===== src/design/adc_sched_regs.svh =====
`ifndef ADC_SCHED_REGS_SVH
`define ADC_SCHED_REGS_SVH

// ==========================================================================
// timing
`define CLK_HZ            250000000
`define CORE_HZ           2000000
`define CORE_DIV          (`CLK_HZ / `CORE_HZ)
`define SLOT_US           100
`define SLOT_TICKS        (`SLOT_US * (`CORE_HZ / 1000000))
`define FRAME_FAST_US     1000
`define FRAME_ECO_US      10000
`define FRAME_FAST_SLOTS  (`FRAME_FAST_US / `SLOT_US)
`define FRAME_ECO_SLOTS   (`FRAME_ECO_US / `SLOT_US)
`define SCHED_SLOTS       10
`define SUPPLY_DEB_COUNT  3

// ==========================================================================
// register offsets (byte addresses)
`define ADDR_CTRL         8'h00
`define ADDR_AUTO         8'h04
`define ADDR_FLAGS        8'h08
`define ADDR_MASK         8'h0c
`define ADDR_RES_UPPER    8'h10
`define ADDR_RES_LOWER    8'h14
`define ADDR_SUPPLY       8'h18
`define ADDR_AUX_CFG      8'h1c
`define ADDR_LIMIT1       8'h20
`define ADDR_LIMIT2       8'h24
`define ADDR_LIMIT3       8'h28
`define ADDR_GROUPS       8'h2c

// ==========================================================================
// field positions
`define CTRL_GO_BIT       0
`define CTRL_CHAN_LSB     4
`define CTRL_ECO_BIT      8
`define CTRL_PIN12_BIT    9
`define AUX_SRC1_EN_BIT   0
`define AUX_LEVEL_LSB     1
`define AUX_SRC2_EN_BIT   7
`define AUX_DEB_LSB       8
`define FLAG_DONE         0
`define FLAG_SUPPLY       1
`define FLAG_AUX_LSB      2

// ==========================================================================
// reset values
`define RST_CTRL          32'h0000_0000
`define RST_AUTO          7'h00
`define RST_MASK          5'h00
`define RST_THRESHOLD     8'h00
`define RST_AUX_CFG       11'h000
`define RST_LOW_LIMIT     8'h00
`define RST_HIGH_LIMIT    8'hff
`define RESP_OKAY         2'h0
`define RESP_SLVERR       2'h2

`endif


===== src/design/adc_sched_pkg.sv =====
package adc_sched_pkg;

   typedef struct packed {
      logic [31:0] awaddr;
      logic        awvalid;
      logic [31:0] wdata;
      logic [3:0]  wstrb;
      logic        wvalid;
      logic        bready;
      logic [31:0] araddr;
      logic        arvalid;
      logic        rready;
   } axi_req_s;

   typedef struct packed {
      logic        awready;
      logic        wready;
      logic        bvalid;
      logic [1:0]  bresp;
      logic        arready;
      logic        rvalid;
      logic [31:0] rdata;
      logic [1:0]  rresp;
   } axi_rsp_s;

   typedef struct packed {
      logic       power;
      logic       start;
      logic [3:0] channel;
   } conv_ctl_s;

   typedef struct packed {
      logic       done;
      logic [9:0] data;
   } conv_res_s;

   typedef enum logic [1:0] {
      CONV_IDLE = 2'b00,
      CONV_AUTO = 2'b01,
      CONV_MAN  = 2'b10
   } conv_state_e;

endpackage


===== src/design/adc_measurement_scheduler.sv =====
// Notes on behaviour
// frame repeats every 1 ms or 10 ms
// channels 0-4, 8-10 selectable; 5 reserved
// go bit starts one 10-bit manual conversion
// manual done: power down, clear go, flag
// done-flag mask suppresses interrupt request
// frame starts with ten scheduled 100 us slots
// one measurement per slot, fixed slot order
// disabled automatic slots serve manual conversions
// automatic results keep eight upper bits
// supply state changes after three disagreeing readings
// supply flag on both state edges
// raised supply event pauses supply measurement
// power-good pin shows debounced supply state
// supply measured only when auto-enabled
// aux1 stored, flagged outside low/high limits
// raised aux1 event pauses; mask disables pause
// aux1 debounce needs two hits same limit
// aux1 measured only when auto-enabled
// aux1 source enable and level up to 40 uA
// aux1 source off after conversion, on early
// aux2/aux3 like aux1; aux2 source static
// sequencing paced by 2.0 MHz core tick
// manual waits for a free slot
//
// The register addresses and the AXI4-Lite register port were decided locally.
`timescale 1ns/1ns
`include "adc_sched_regs.svh"

module adc_measurement_scheduler #(
   parameter int CORE_DIV   = `CORE_DIV,
   parameter int SLOT_TICKS = `SLOT_TICKS
) (
   input  wire logic                     clk,
   input  wire logic                     rst_b,
   input  wire adc_sched_pkg::axi_req_s  axi_req,
   output      adc_sched_pkg::axi_rsp_s  axi_rsp,
   input  wire adc_sched_pkg::conv_res_s conv_res,
   output      adc_sched_pkg::conv_ctl_s conv_ctl,
   output      logic                     aux1_source_on,
   output      logic [5:0]               aux1_source_level,
   output      logic                     aux2_source_on,
   output      logic                     power_good_output,
   output      logic                     interrupt_request_n
);
   import adc_sched_pkg::*;

   // =======================================================================
   // decode helpers
   function automatic logic known_addr(input logic [7:0] a);
      case (a)
         `ADDR_CTRL, `ADDR_AUTO, `ADDR_FLAGS, `ADDR_MASK, `ADDR_RES_UPPER,
         `ADDR_RES_LOWER, `ADDR_SUPPLY, `ADDR_AUX_CFG, `ADDR_LIMIT1,
         `ADDR_LIMIT2, `ADDR_LIMIT3, `ADDR_GROUPS: known_addr = 1'b1;
         default: known_addr = 1'b0;
      endcase
   endfunction

   function automatic logic [31:0] merge(input logic [31:0] old,
                                         input logic [31:0] nw,
                                         input logic [3:0]  strb);
      logic [31:0] m;
      m = old;
      for (int b = 0; b < 4; b++) begin
         if (strb[b]) begin
            m[b*8 +: 8] = nw[b*8 +: 8];
         end
      end
      merge = m;
   endfunction

   // fixed slot pattern: supply, g8, M, aux1, g9, M, aux2, g10, M, aux3
   function automatic logic [3:0] slot_channel(input logic [3:0] s);
      case (s)
         4'h0:    slot_channel = 4'h0;
         4'h1:    slot_channel = 4'h8;
         4'h3:    slot_channel = 4'h1;
         4'h4:    slot_channel = 4'h9;
         4'h6:    slot_channel = 4'h2;
         4'h7:    slot_channel = 4'ha;
         4'h9:    slot_channel = 4'h3;
         default: slot_channel = 4'h0;
      endcase
   endfunction

   // =======================================================================
   // registers
   logic        go;
   logic [5:0]  ctrl_cfg;
   logic [6:0]  auto_en;
   logic [4:0]  flags;
   logic [4:0]  mask;
   logic [7:0]  result_upper;
   logic [1:0]  result_lower;
   logic [7:0]  supply_threshold;
   logic [7:0]  supply_result;
   logic        supply_ok;
   logic [1:0]  supply_deb;
   logic [10:0] aux_cfg;
   logic [7:0]  low_limit  [3];
   logic [7:0]  high_limit [3];
   logic [7:0]  aux_result [3];
   logic [7:0]  group_result [3];

   wire [3:0] chan_select  = ctrl_cfg[3:0];
   wire       economy      = ctrl_cfg[`CTRL_ECO_BIT - `CTRL_CHAN_LSB];
   wire       pin12_select = ctrl_cfg[`CTRL_PIN12_BIT - `CTRL_CHAN_LSB];

   // =======================================================================
   // bus slave
   logic        aw_got;
   logic        w_got;
   logic [7:0]  aw_addr;
   logic [31:0] w_data;
   logic [3:0]  w_strb;
   logic        awready;
   logic        wready;
   logic        bvalid;
   logic [1:0]  bresp;
   logic        arready;
   logic        rvalid;
   logic [31:0] rdata;
   logic [1:0]  rresp;

   wire wr_fire      = aw_got & w_got & ~bvalid;
   wire next_aw_got  = aw_got ? ~wr_fire : (axi_req.awvalid & awready);
   wire next_w_got   = w_got ? ~wr_fire : (axi_req.wvalid & wready);
   wire next_bvalid  = bvalid ? ~axi_req.bready : wr_fire;
   wire ar_fire      = axi_req.arvalid & arready;
   wire next_rvalid  = rvalid ? ~axi_req.rready : ar_fire;

   wire [31:0] ctrl_word   = {22'h0, ctrl_cfg, 3'h0, go};
   wire [31:0] supply_word = {15'h0, supply_ok, supply_result, supply_threshold};

   function automatic logic [31:0] read_word(input logic [7:0] a);
      case (a)
         `ADDR_CTRL:      read_word = ctrl_word;
         `ADDR_AUTO:      read_word = {25'h0, auto_en};
         `ADDR_FLAGS:     read_word = {27'h0, flags};
         `ADDR_MASK:      read_word = {27'h0, mask};
         `ADDR_RES_UPPER: read_word = {24'h0, result_upper};
         `ADDR_RES_LOWER: read_word = {30'h0, result_lower};
         `ADDR_SUPPLY:    read_word = supply_word;
         `ADDR_AUX_CFG:   read_word = {21'h0, aux_cfg};
         `ADDR_LIMIT1:    read_word = {8'h0, aux_result[0], high_limit[0], low_limit[0]};
         `ADDR_LIMIT2:    read_word = {8'h0, aux_result[1], high_limit[1], low_limit[1]};
         `ADDR_LIMIT3:    read_word = {8'h0, aux_result[2], high_limit[2], low_limit[2]};
         `ADDR_GROUPS:    read_word = {8'h0, group_result[2], group_result[1],
                                       group_result[0]};
         default:         read_word = 32'h0;
      endcase
   endfunction

   always_ff @(posedge clk or negedge rst_b) begin
      if (!rst_b) begin
         aw_got  <= 1'b0;
         w_got   <= 1'b0;
         aw_addr <= 8'h00;
         w_data  <= 32'h0;
         w_strb  <= 4'h0;
         awready <= 1'b0;
         wready  <= 1'b0;
         bvalid  <= 1'b0;
         bresp   <= `RESP_OKAY;
      end else begin
         aw_got  <= next_aw_got;
         w_got   <= next_w_got;
         awready <= ~next_aw_got & ~next_bvalid;
         wready  <= ~next_w_got & ~next_bvalid;
         bvalid  <= next_bvalid;
         if (axi_req.awvalid & awready) begin
            aw_addr <= axi_req.awaddr[7:0];
         end
         if (axi_req.wvalid & wready) begin
            w_data <= axi_req.wdata;
            w_strb <= axi_req.wstrb;
         end
         if (wr_fire) begin
            bresp <= known_addr(aw_addr) ? `RESP_OKAY : `RESP_SLVERR;
         end
      end
   end

   always_ff @(posedge clk or negedge rst_b) begin
      if (!rst_b) begin
         arready <= 1'b0;
         rvalid  <= 1'b0;
         rdata   <= 32'h0;
         rresp   <= `RESP_OKAY;
      end else begin
         arready <= ~next_rvalid;
         rvalid  <= next_rvalid;
         if (ar_fire) begin
            rdata <= read_word(axi_req.araddr[7:0]);
            rresp <= known_addr(axi_req.araddr[7:0]) ? `RESP_OKAY : `RESP_SLVERR;
         end
      end
   end

   assign axi_rsp = '{awready: awready, wready: wready, bvalid: bvalid, bresp: bresp,
                      arready: arready, rvalid: rvalid, rdata: rdata, rresp: rresp};

   // =======================================================================
   // register writes
   wire [31:0] wr_word = merge(read_word(aw_addr), w_data, w_strb);
   wire wr_ctrl   = wr_fire && aw_addr == `ADDR_CTRL;
   wire wr_flags  = wr_fire && aw_addr == `ADDR_FLAGS;
   wire [4:0] flag_clear = wr_flags ? (w_data[4:0] & {5{w_strb[0]}}) : 5'h00;

   always_ff @(posedge clk or negedge rst_b) begin
      if (!rst_b) begin
         ctrl_cfg         <= 6'(`RST_CTRL >> `CTRL_CHAN_LSB);
         auto_en          <= `RST_AUTO;
         mask             <= `RST_MASK;
         supply_threshold <= `RST_THRESHOLD;
         aux_cfg          <= `RST_AUX_CFG;
      end else if (wr_fire) begin
         case (aw_addr)
            `ADDR_CTRL:    ctrl_cfg         <= wr_word[9:4];
            `ADDR_AUTO:    auto_en          <= wr_word[6:0];
            `ADDR_MASK:    mask             <= wr_word[4:0];
            `ADDR_SUPPLY:  supply_threshold <= wr_word[7:0];
            `ADDR_AUX_CFG: aux_cfg          <= wr_word[10:0];
            default:       ;
         endcase
      end
   end

   // =======================================================================
   // 2 MHz core tick, slot and frame counters
   logic [7:0] div_cnt;
   logic [7:0] tick_cnt;
   logic [6:0] slot_num;
   logic       slot_begin;
   logic       core_tick;

   wire slot_wrap  = core_tick && tick_cnt == 8'(SLOT_TICKS - 1);
   wire [6:0] frame_last = economy ? 7'(`FRAME_ECO_SLOTS - 1)
                                   : 7'(`FRAME_FAST_SLOTS - 1);

   always_ff @(posedge clk or negedge rst_b) begin
      if (!rst_b) begin
         div_cnt    <= 8'h00;
         core_tick  <= 1'b0;
         tick_cnt   <= 8'h00;
         slot_num   <= 7'h00;
         slot_begin <= 1'b0;
      end else begin
         core_tick  <= div_cnt == 8'(CORE_DIV - 1);
         div_cnt    <= (div_cnt == 8'(CORE_DIV - 1)) ? 8'h00 : div_cnt + 8'h01;
         slot_begin <= slot_wrap;
         if (core_tick) begin
            tick_cnt <= slot_wrap ? 8'h00 : tick_cnt + 8'h01;
         end
         if (slot_wrap) begin
            slot_num <= (slot_num >= frame_last) ? 7'h00 : slot_num + 7'h01;
         end
      end
   end

   // =======================================================================
   // slot arbitration
   wire       supply_pause = flags[`FLAG_SUPPLY] & ~mask[`FLAG_SUPPLY];
   wire [2:0] aux_pause    = flags[`FLAG_AUX_LSB +: 3] & ~mask[`FLAG_AUX_LSB +: 3];
   wire [2:0] aux_run      = auto_en[3:1] & ~aux_pause;
   wire [9:0] auto_want    = {aux_run[2], 1'b0, auto_en[6], aux_run[1], 1'b0,
                              auto_en[5], aux_run[0], 1'b0, auto_en[4],
                              auto_en[0] & ~supply_pause};
   wire       in_frame     = slot_num < 7'(`SCHED_SLOTS);
   wire [3:0] slot_idx     = slot_num[3:0];
   wire       auto_slot    = in_frame && auto_want[slot_idx];
   wire       man_ok       = go && !auto_slot;

   conv_state_e state;
   conv_state_e next_state;
   logic [3:0]  cur_slot;
   logic [3:0]  cur_chan;
   logic        start_q;

   wire chan_legal = chan_select <= 4'h4 || (chan_select >= 4'h8 && chan_select <= 4'ha);
   wire launch_auto = state == CONV_IDLE && slot_begin && auto_slot;
   wire launch_man  = state == CONV_IDLE && slot_begin && man_ok;
   wire auto_done   = state == CONV_AUTO && conv_res.done;
   wire man_done    = state == CONV_MAN && conv_res.done;
   wire [7:0] reading = conv_res.data[9:2];

   always_comb begin
      next_state = state;
      case (state)
         CONV_IDLE: begin
            if (launch_auto) begin
               next_state = CONV_AUTO;
            end else if (launch_man) begin
               next_state = CONV_MAN;
            end
         end
         CONV_AUTO: begin
            if (conv_res.done) begin
               next_state = CONV_IDLE;
            end
         end
         CONV_MAN: begin
            if (conv_res.done) begin
               next_state = CONV_IDLE;
            end
         end
         default: next_state = CONV_IDLE;
      endcase
   end

   always_ff @(posedge clk or negedge rst_b) begin
      if (!rst_b) begin
         state    <= CONV_IDLE;
         cur_slot <= 4'h0;
         cur_chan <= 4'h0;
         start_q  <= 1'b0;
      end else begin
         state   <= next_state;
         start_q <= launch_auto | launch_man;
         if (launch_auto) begin
            cur_slot <= slot_idx;
            cur_chan <= slot_channel(slot_idx);
         end else if (launch_man) begin
            cur_chan <= chan_legal ? chan_select : 4'h0;
         end
      end
   end

   // powered only while converting
   assign conv_ctl = '{power: state != CONV_IDLE, start: start_q, channel: cur_chan};

   // =======================================================================
   // manual results and go bit
   always_ff @(posedge clk or negedge rst_b) begin
      if (!rst_b) begin
         go           <= 1'b0;
         result_upper <= 8'h00;
         result_lower <= 2'h0;
      end else begin
         if (wr_ctrl && wr_word[`CTRL_GO_BIT]) begin
            go <= 1'b1;
         end else if (man_done) begin
            go <= 1'b0;
         end
         if (man_done) begin
            result_upper <= conv_res.data[9:2];
            result_lower <= conv_res.data[1:0];
         end
      end
   end

   // =======================================================================
   // supply supervision
   wire supply_done = auto_done && cur_slot == 4'h0;
   wire supply_hi   = reading >= supply_threshold;
   wire supply_flip = supply_done && supply_hi != supply_ok &&
                      supply_deb == 2'(`SUPPLY_DEB_COUNT - 1);

   always_ff @(posedge clk or negedge rst_b) begin
      if (!rst_b) begin
         supply_result <= 8'h00;
         supply_ok     <= 1'b0;
         supply_deb    <= 2'h0;
      end else if (supply_done) begin
         supply_result <= reading;
         if (supply_hi == supply_ok) begin
            supply_deb <= 2'h0;
         end else if (supply_flip) begin
            supply_ok  <= supply_hi;
            supply_deb <= 2'h0;
         end else begin
            supply_deb <= supply_deb + 2'h1;
         end
      end
   end

   // =======================================================================
   // aux channels and regulator groups
   logic [2:0] aux_set;
   logic       src1_dyn;
   wire        src1_hold = src1_dyn & ~(auto_done && cur_slot == 4'h3);

   for (genvar i = 0; i < 3; i++) begin : g_aux
      logic prev_lo;
      logic prev_hi;
      wire  done_i = auto_done && cur_slot == 4'(3 + 3 * i);
      wire  lo     = reading < low_limit[i];
      wire  hi     = reading > high_limit[i];
      wire  deb    = aux_cfg[`AUX_DEB_LSB + i];
      wire  wr_lim = wr_fire && aw_addr == 8'(`ADDR_LIMIT1 + 4 * i);
      wire  gdone  = auto_done && cur_slot == 4'(1 + 3 * i);

      assign aux_set[i] = done_i && (deb ? ((lo && prev_lo) || (hi && prev_hi))
                                         : (lo || hi));

      always_ff @(posedge clk or negedge rst_b) begin
         if (!rst_b) begin
            prev_lo         <= 1'b0;
            prev_hi         <= 1'b0;
            aux_result[i]   <= 8'h00;
            group_result[i] <= 8'h00;
            low_limit[i]    <= `RST_LOW_LIMIT;
            high_limit[i]   <= `RST_HIGH_LIMIT;
         end else begin
            if (done_i) begin
               aux_result[i] <= reading;
               prev_lo       <= lo;
               prev_hi       <= hi;
            end
            if (gdone) begin
               group_result[i] <= reading;
            end
            if (wr_lim) begin
               low_limit[i]  <= wr_word[7:0];
               high_limit[i] <= wr_word[15:8];
            end
         end
      end
   end

   // =======================================================================
   // flags, current sources and pins
   wire [4:0] flag_set = {aux_set, supply_flip, man_done};

   always_ff @(posedge clk or negedge rst_b) begin
      if (!rst_b) begin
         flags               <= 5'h00;
         src1_dyn            <= 1'b0;
         aux1_source_on      <= 1'b0;
         aux1_source_level   <= 6'h00;
         aux2_source_on      <= 1'b0;
         power_good_output   <= 1'b0;
         interrupt_request_n <= 1'b1;
      end else begin
         // a same-cycle event beats the clear
         flags <= (flags & ~flag_clear) | flag_set;
         if (auto_done && cur_slot == 4'h3) begin
            src1_dyn <= 1'b0;
         end else if (slot_begin && in_frame && slot_idx == 4'h2) begin
            src1_dyn <= 1'b1;
         end
         // static unless aux1 auto runs
         aux1_source_on      <= aux_cfg[`AUX_SRC1_EN_BIT] & (src1_hold | ~aux_run[0]);
         aux1_source_level   <= aux_cfg[`AUX_LEVEL_LSB +: 6];
         aux2_source_on      <= aux_cfg[`AUX_SRC2_EN_BIT];
         power_good_output   <= pin12_select & supply_ok;
         interrupt_request_n <= ~|(flags & ~mask);
      end
   end

endmodule


===== config.mk =====
export PLATFORM = sky130hd
export DESIGN_NAME = adc_measurement_scheduler
export DESIGN_NICKNAME = d
export VERILOG_FILES = /design/src/design/adc_sched_pkg.sv /design/src/design/adc_measurement_scheduler.sv
export VERILOG_INCLUDE_DIRS = /design/src /design/src/design
export SDC_FILE = /design/constraint.sdc
export NUM_CORES = 1
export LEC_CHECK = 0
export ABC_AREA = 1
export BUFFER_PORTS_ARGS = -buffer_cell sky130_fd_sc_hd__buf_2
export CORE_ASPECT_RATIO = 1.1
export CORE_MARGIN = 1
export CORE_UTILIZATION = 53
export DETAILED_ROUTE_END_ITERATION = 12
export GPL_ROUTABILITY_DRIVEN = 0
export HOLD_SLACK_MARGIN = 0.05
export PLACE_DENSITY = 0.76
export SLEW_MARGIN = 15
export SYNTH_ARGS = -nofsm -noshare
export SYNTH_HDL_FRONTEND = slang
export SYNTH_SLANG_ARGS = --single-unit

===== constraint.sdc =====
create_clock -name clk -period 1.63 [get_ports clk]
set_input_delay 0.2445 -clock clk [delete_from_list [all_inputs] [get_ports clk]]
set_output_delay 0.2445 -clock clk [all_outputs]
set_load 0.03 [all_outputs]

==> out/results.tsv <==
metric	value	unit
worstSetupStartpointType	register	
synthXorXnorAreaFrac	0.00533	
clock_latency	0.57	ns
synth_top_family_by_area	simple AND/OR/NAND/NOR gates	
drtIter0Drc	2385	
required	2.13	ns
die_h	177	um
core.rowCount	63	
finalMaxSlewViolations	0	
synth_ff_type	dfrtp_1	
period_share	1.23	
fp.dieW	161	um
initial_core_util	0.544	
grt_setup_unrepaired	true	
hold_path_class	in2reg	
p_total	18.3	mW
grt_first_pass_wirelength	82.3	mm
synth_edf_count	0	
finalSetupViolCount	112	
fmax	500	MHz
synth.area.top_cells	dfrtp_1 (42%), nand2_1 (20%), ha_1 (5.7%)	
ys_warn_count	0	
antenna_found_initial	0	
hpwl	36.6	mm
cap_violations	0	
min_period	2.00	ns
grt_max_degree	69	
fin_ws	-0.369	ns
clockRootBuffer	clkbuf_16	
run_status	finished, violations left	
async_flop_share	1.00	
layout.nets	2553	
clkSlewWorstSetupHoldPaths	0.07	ns
antenna_left	0	
cts_tree	built	
hold_viol	0	
dieArea	28600	um^2
ir_drop	0.000907	V
ctsLongestPathBuffers	3	
drc	0	
avgViaCountPerCell	5.97	
post_drt_wl_per_cell	20.7	um
critPathKind	reg2reg	
ys_ff_latch	272	
antenna_cells	0	
synth_fa_ha_area_frac	0.0567	
dr.pass1.iters	11	
syn_inst	1989	
clock-skew-final	0.0238	ns
layout.cells.most_common	nand2_1	
syn_area	14800	um^2
yosysUniqueCellTypes	47	
grt.overflow.total	0	
io_buffers	98	
synth.largest_area_cell	dfrtp_1	
synthSimpleGateAreaFrac	0.308	
utilization	0.752	
cts_buffers	28	
slew_headroom	0.627	
final_cell_mix	nand2_1 (656), dfrtp_1 (244), buf_4 (200)	
grt_use_total	0.372	
areaGrowthSynthToFinish	38.3	%
drive_gt1_frac	0.311	
finalSetupTns	-17.11	ns
wl	56.8	mm
synth_compound_area_frac	0.0880	
syn_avg_cell_area	7.44	um^2
first_global_vias	15800	
htree_levels	1	
num_vias	16400	
path_max_fanout	7	
fp.coreArea	27200	um^2
place_area	17400	um^2
fin_area	20500	um^2
p_leak	10.3	nW
violations	setup timing	
ys_seq_area_frac	0.462	
synthMuxAreaShare	0.00152	
cp.arrival	2.49	ns
powerDensity	895	nW/um^2
cp-end-kind	register	
worst_pin_slew	0.556	ns
ios	175	
yosysTopAreaCellShare	0.418	
cts.sinks	272	
## sequential cells by signal (all words and copies together), names as in the netlist, 7 cells and up
name / cells
group_result: 24
supply_result: 8
auto_en: 7
div_cnt: 8
aux_result: 24
w_data: 16
supply_threshold: 8
rdata: 24
aux_cfg: 11
tick_cnt: 8
slot_num: 7
high_limit: 24
aw_addr: 8
result_upper: 8
low_limit: 24
## cells in the mapped netlist, types with 2 or more instances
cell and n:
a211oi_1 3, a21oi_1 41, a31oi_1 3, buf_2 16, buf_4 23, clkbuf_1 22
clkinv_1 5, dfrtp_1 247, dfstp_2 25, ha_1 67, inv_1 207, inv_2 6
mux2_2 2, nand2_1 777, nand2_2 5, nand3_1 132, nand3b_1 3, nand4_1 26
nor2_1 137, nor2_2 10, nor2_4 3, nor3_1 12, nor3_2 3, nor3b_1 2
o211ai_1 7, o21ai_0 150, o21ai_1 9, o22ai_1 19, or2_2 2, xnor2_1 2
xor2_1 7
## metal layers
layer	part of all wire	up-vias	track usage
met5	0	-	0
met4	0.083	0	0.248
met3	0.12	417	0.0933
met2	0.44	1295	0.592
met1	0.35	7555	0.447
li1	-	7090	-
## logic make-up (layout without fill, tap and decap cells)
group | count (synthesis) | in the layout
AO/OA/AOI/OAI | 242 | 242
XOR/XNOR | 9 | 9
adder cells (fa/ha/maj) | 67 | 67
buffers and inverters | 280 | 667
flip-flops | 272 | 272
multiplexers | 2 | 2
other | 1 | 10
AND/OR/NAND/NOR | 1116 | 1116
## per-stage QoR
| step | setup slack [ns] | hold WS, ns | cells |
|---|---|---|---|
| after floorplan | 0.0171 | -0.0511 | 1998 |
| after global placement | -0.285 | 0.141 | 2619 |
| after detailed placement | -0.304 | 0.140 | 2619 |
| after CTS | -0.109 | 0.0778 | 2722 |
| after global routing | -0.351 | 0.106 | 2742 |
| final | -0.369 | 0.0703 | 2742 |
## final cells by class
cell class,count,area [um^2]
multi-input cells,1446,8010
clock buffers,38,790
flip-flops and latches,272,6840
well taps,357,447
repair buffers,402,3380
clock inverters,9,158
fillers,1786,6730
inverters,218,843
## timing repair
action	CTS	global route
hold buffers	32	0
hold endpoints to repair	279	0
pin swaps	60	75
cloned	4	7
gates resized for setup	214	243
endpoints found under the setup margin	127	170
buffers inserted	22	17
## power breakdown
group,switching [mW],total (mW),internal (mW),leakage [nW]
Combinational,2.53,3.93,1.41,6.30
Clock,2.83,6.83,4.00,0.455
Sequential,0.362,7.55,7.19,3.52
## critical path, cell delays in order, from the launching register on
cell     delay [ns]
dfrtp_2        0.46
inv_1          0.10
nand2_1        0.09
nor2_4         0.17
buf_4          0.17
nand2_8        0.07
o21ai_0        0.27
nor2_1         0.13
nand2_1        0.11
nand2_2        0.07
nand2_4        0.16
nand2_2        0.08
nand2_2        0.06
## worst paths after layout
check | startpoint | end | slack [ns] | cells after the start
min in group asynchronous | rst_b | supply_result[2]$_DFFE_PN0P_ | 0.15 | 2
max reg2reg | aw_addr[3]$_DFFE_PN0P_ | ctrl_cfg[1]$_DFFE_PN0P_ | -0.37 | 12
min | axi_req[35] | w_got$_DFF_PN0_ | 0.07 | 5
max | aw_addr[3]$_DFFE_PN0P_ | ctrl_cfg[1]$_DFFE_PN0P_ | -0.37 | 12
max in group asynchronous | rst_b | div_cnt[4]$_DFF_PN0_ | 0.77 | 3
min reg2reg | rdata[9]$_DFFE_PN0P_ | rdata[9]$_DFFE_PN0P_ | 0.47 | 2
No activity file was read; power rests on OpenSTA's default activity.
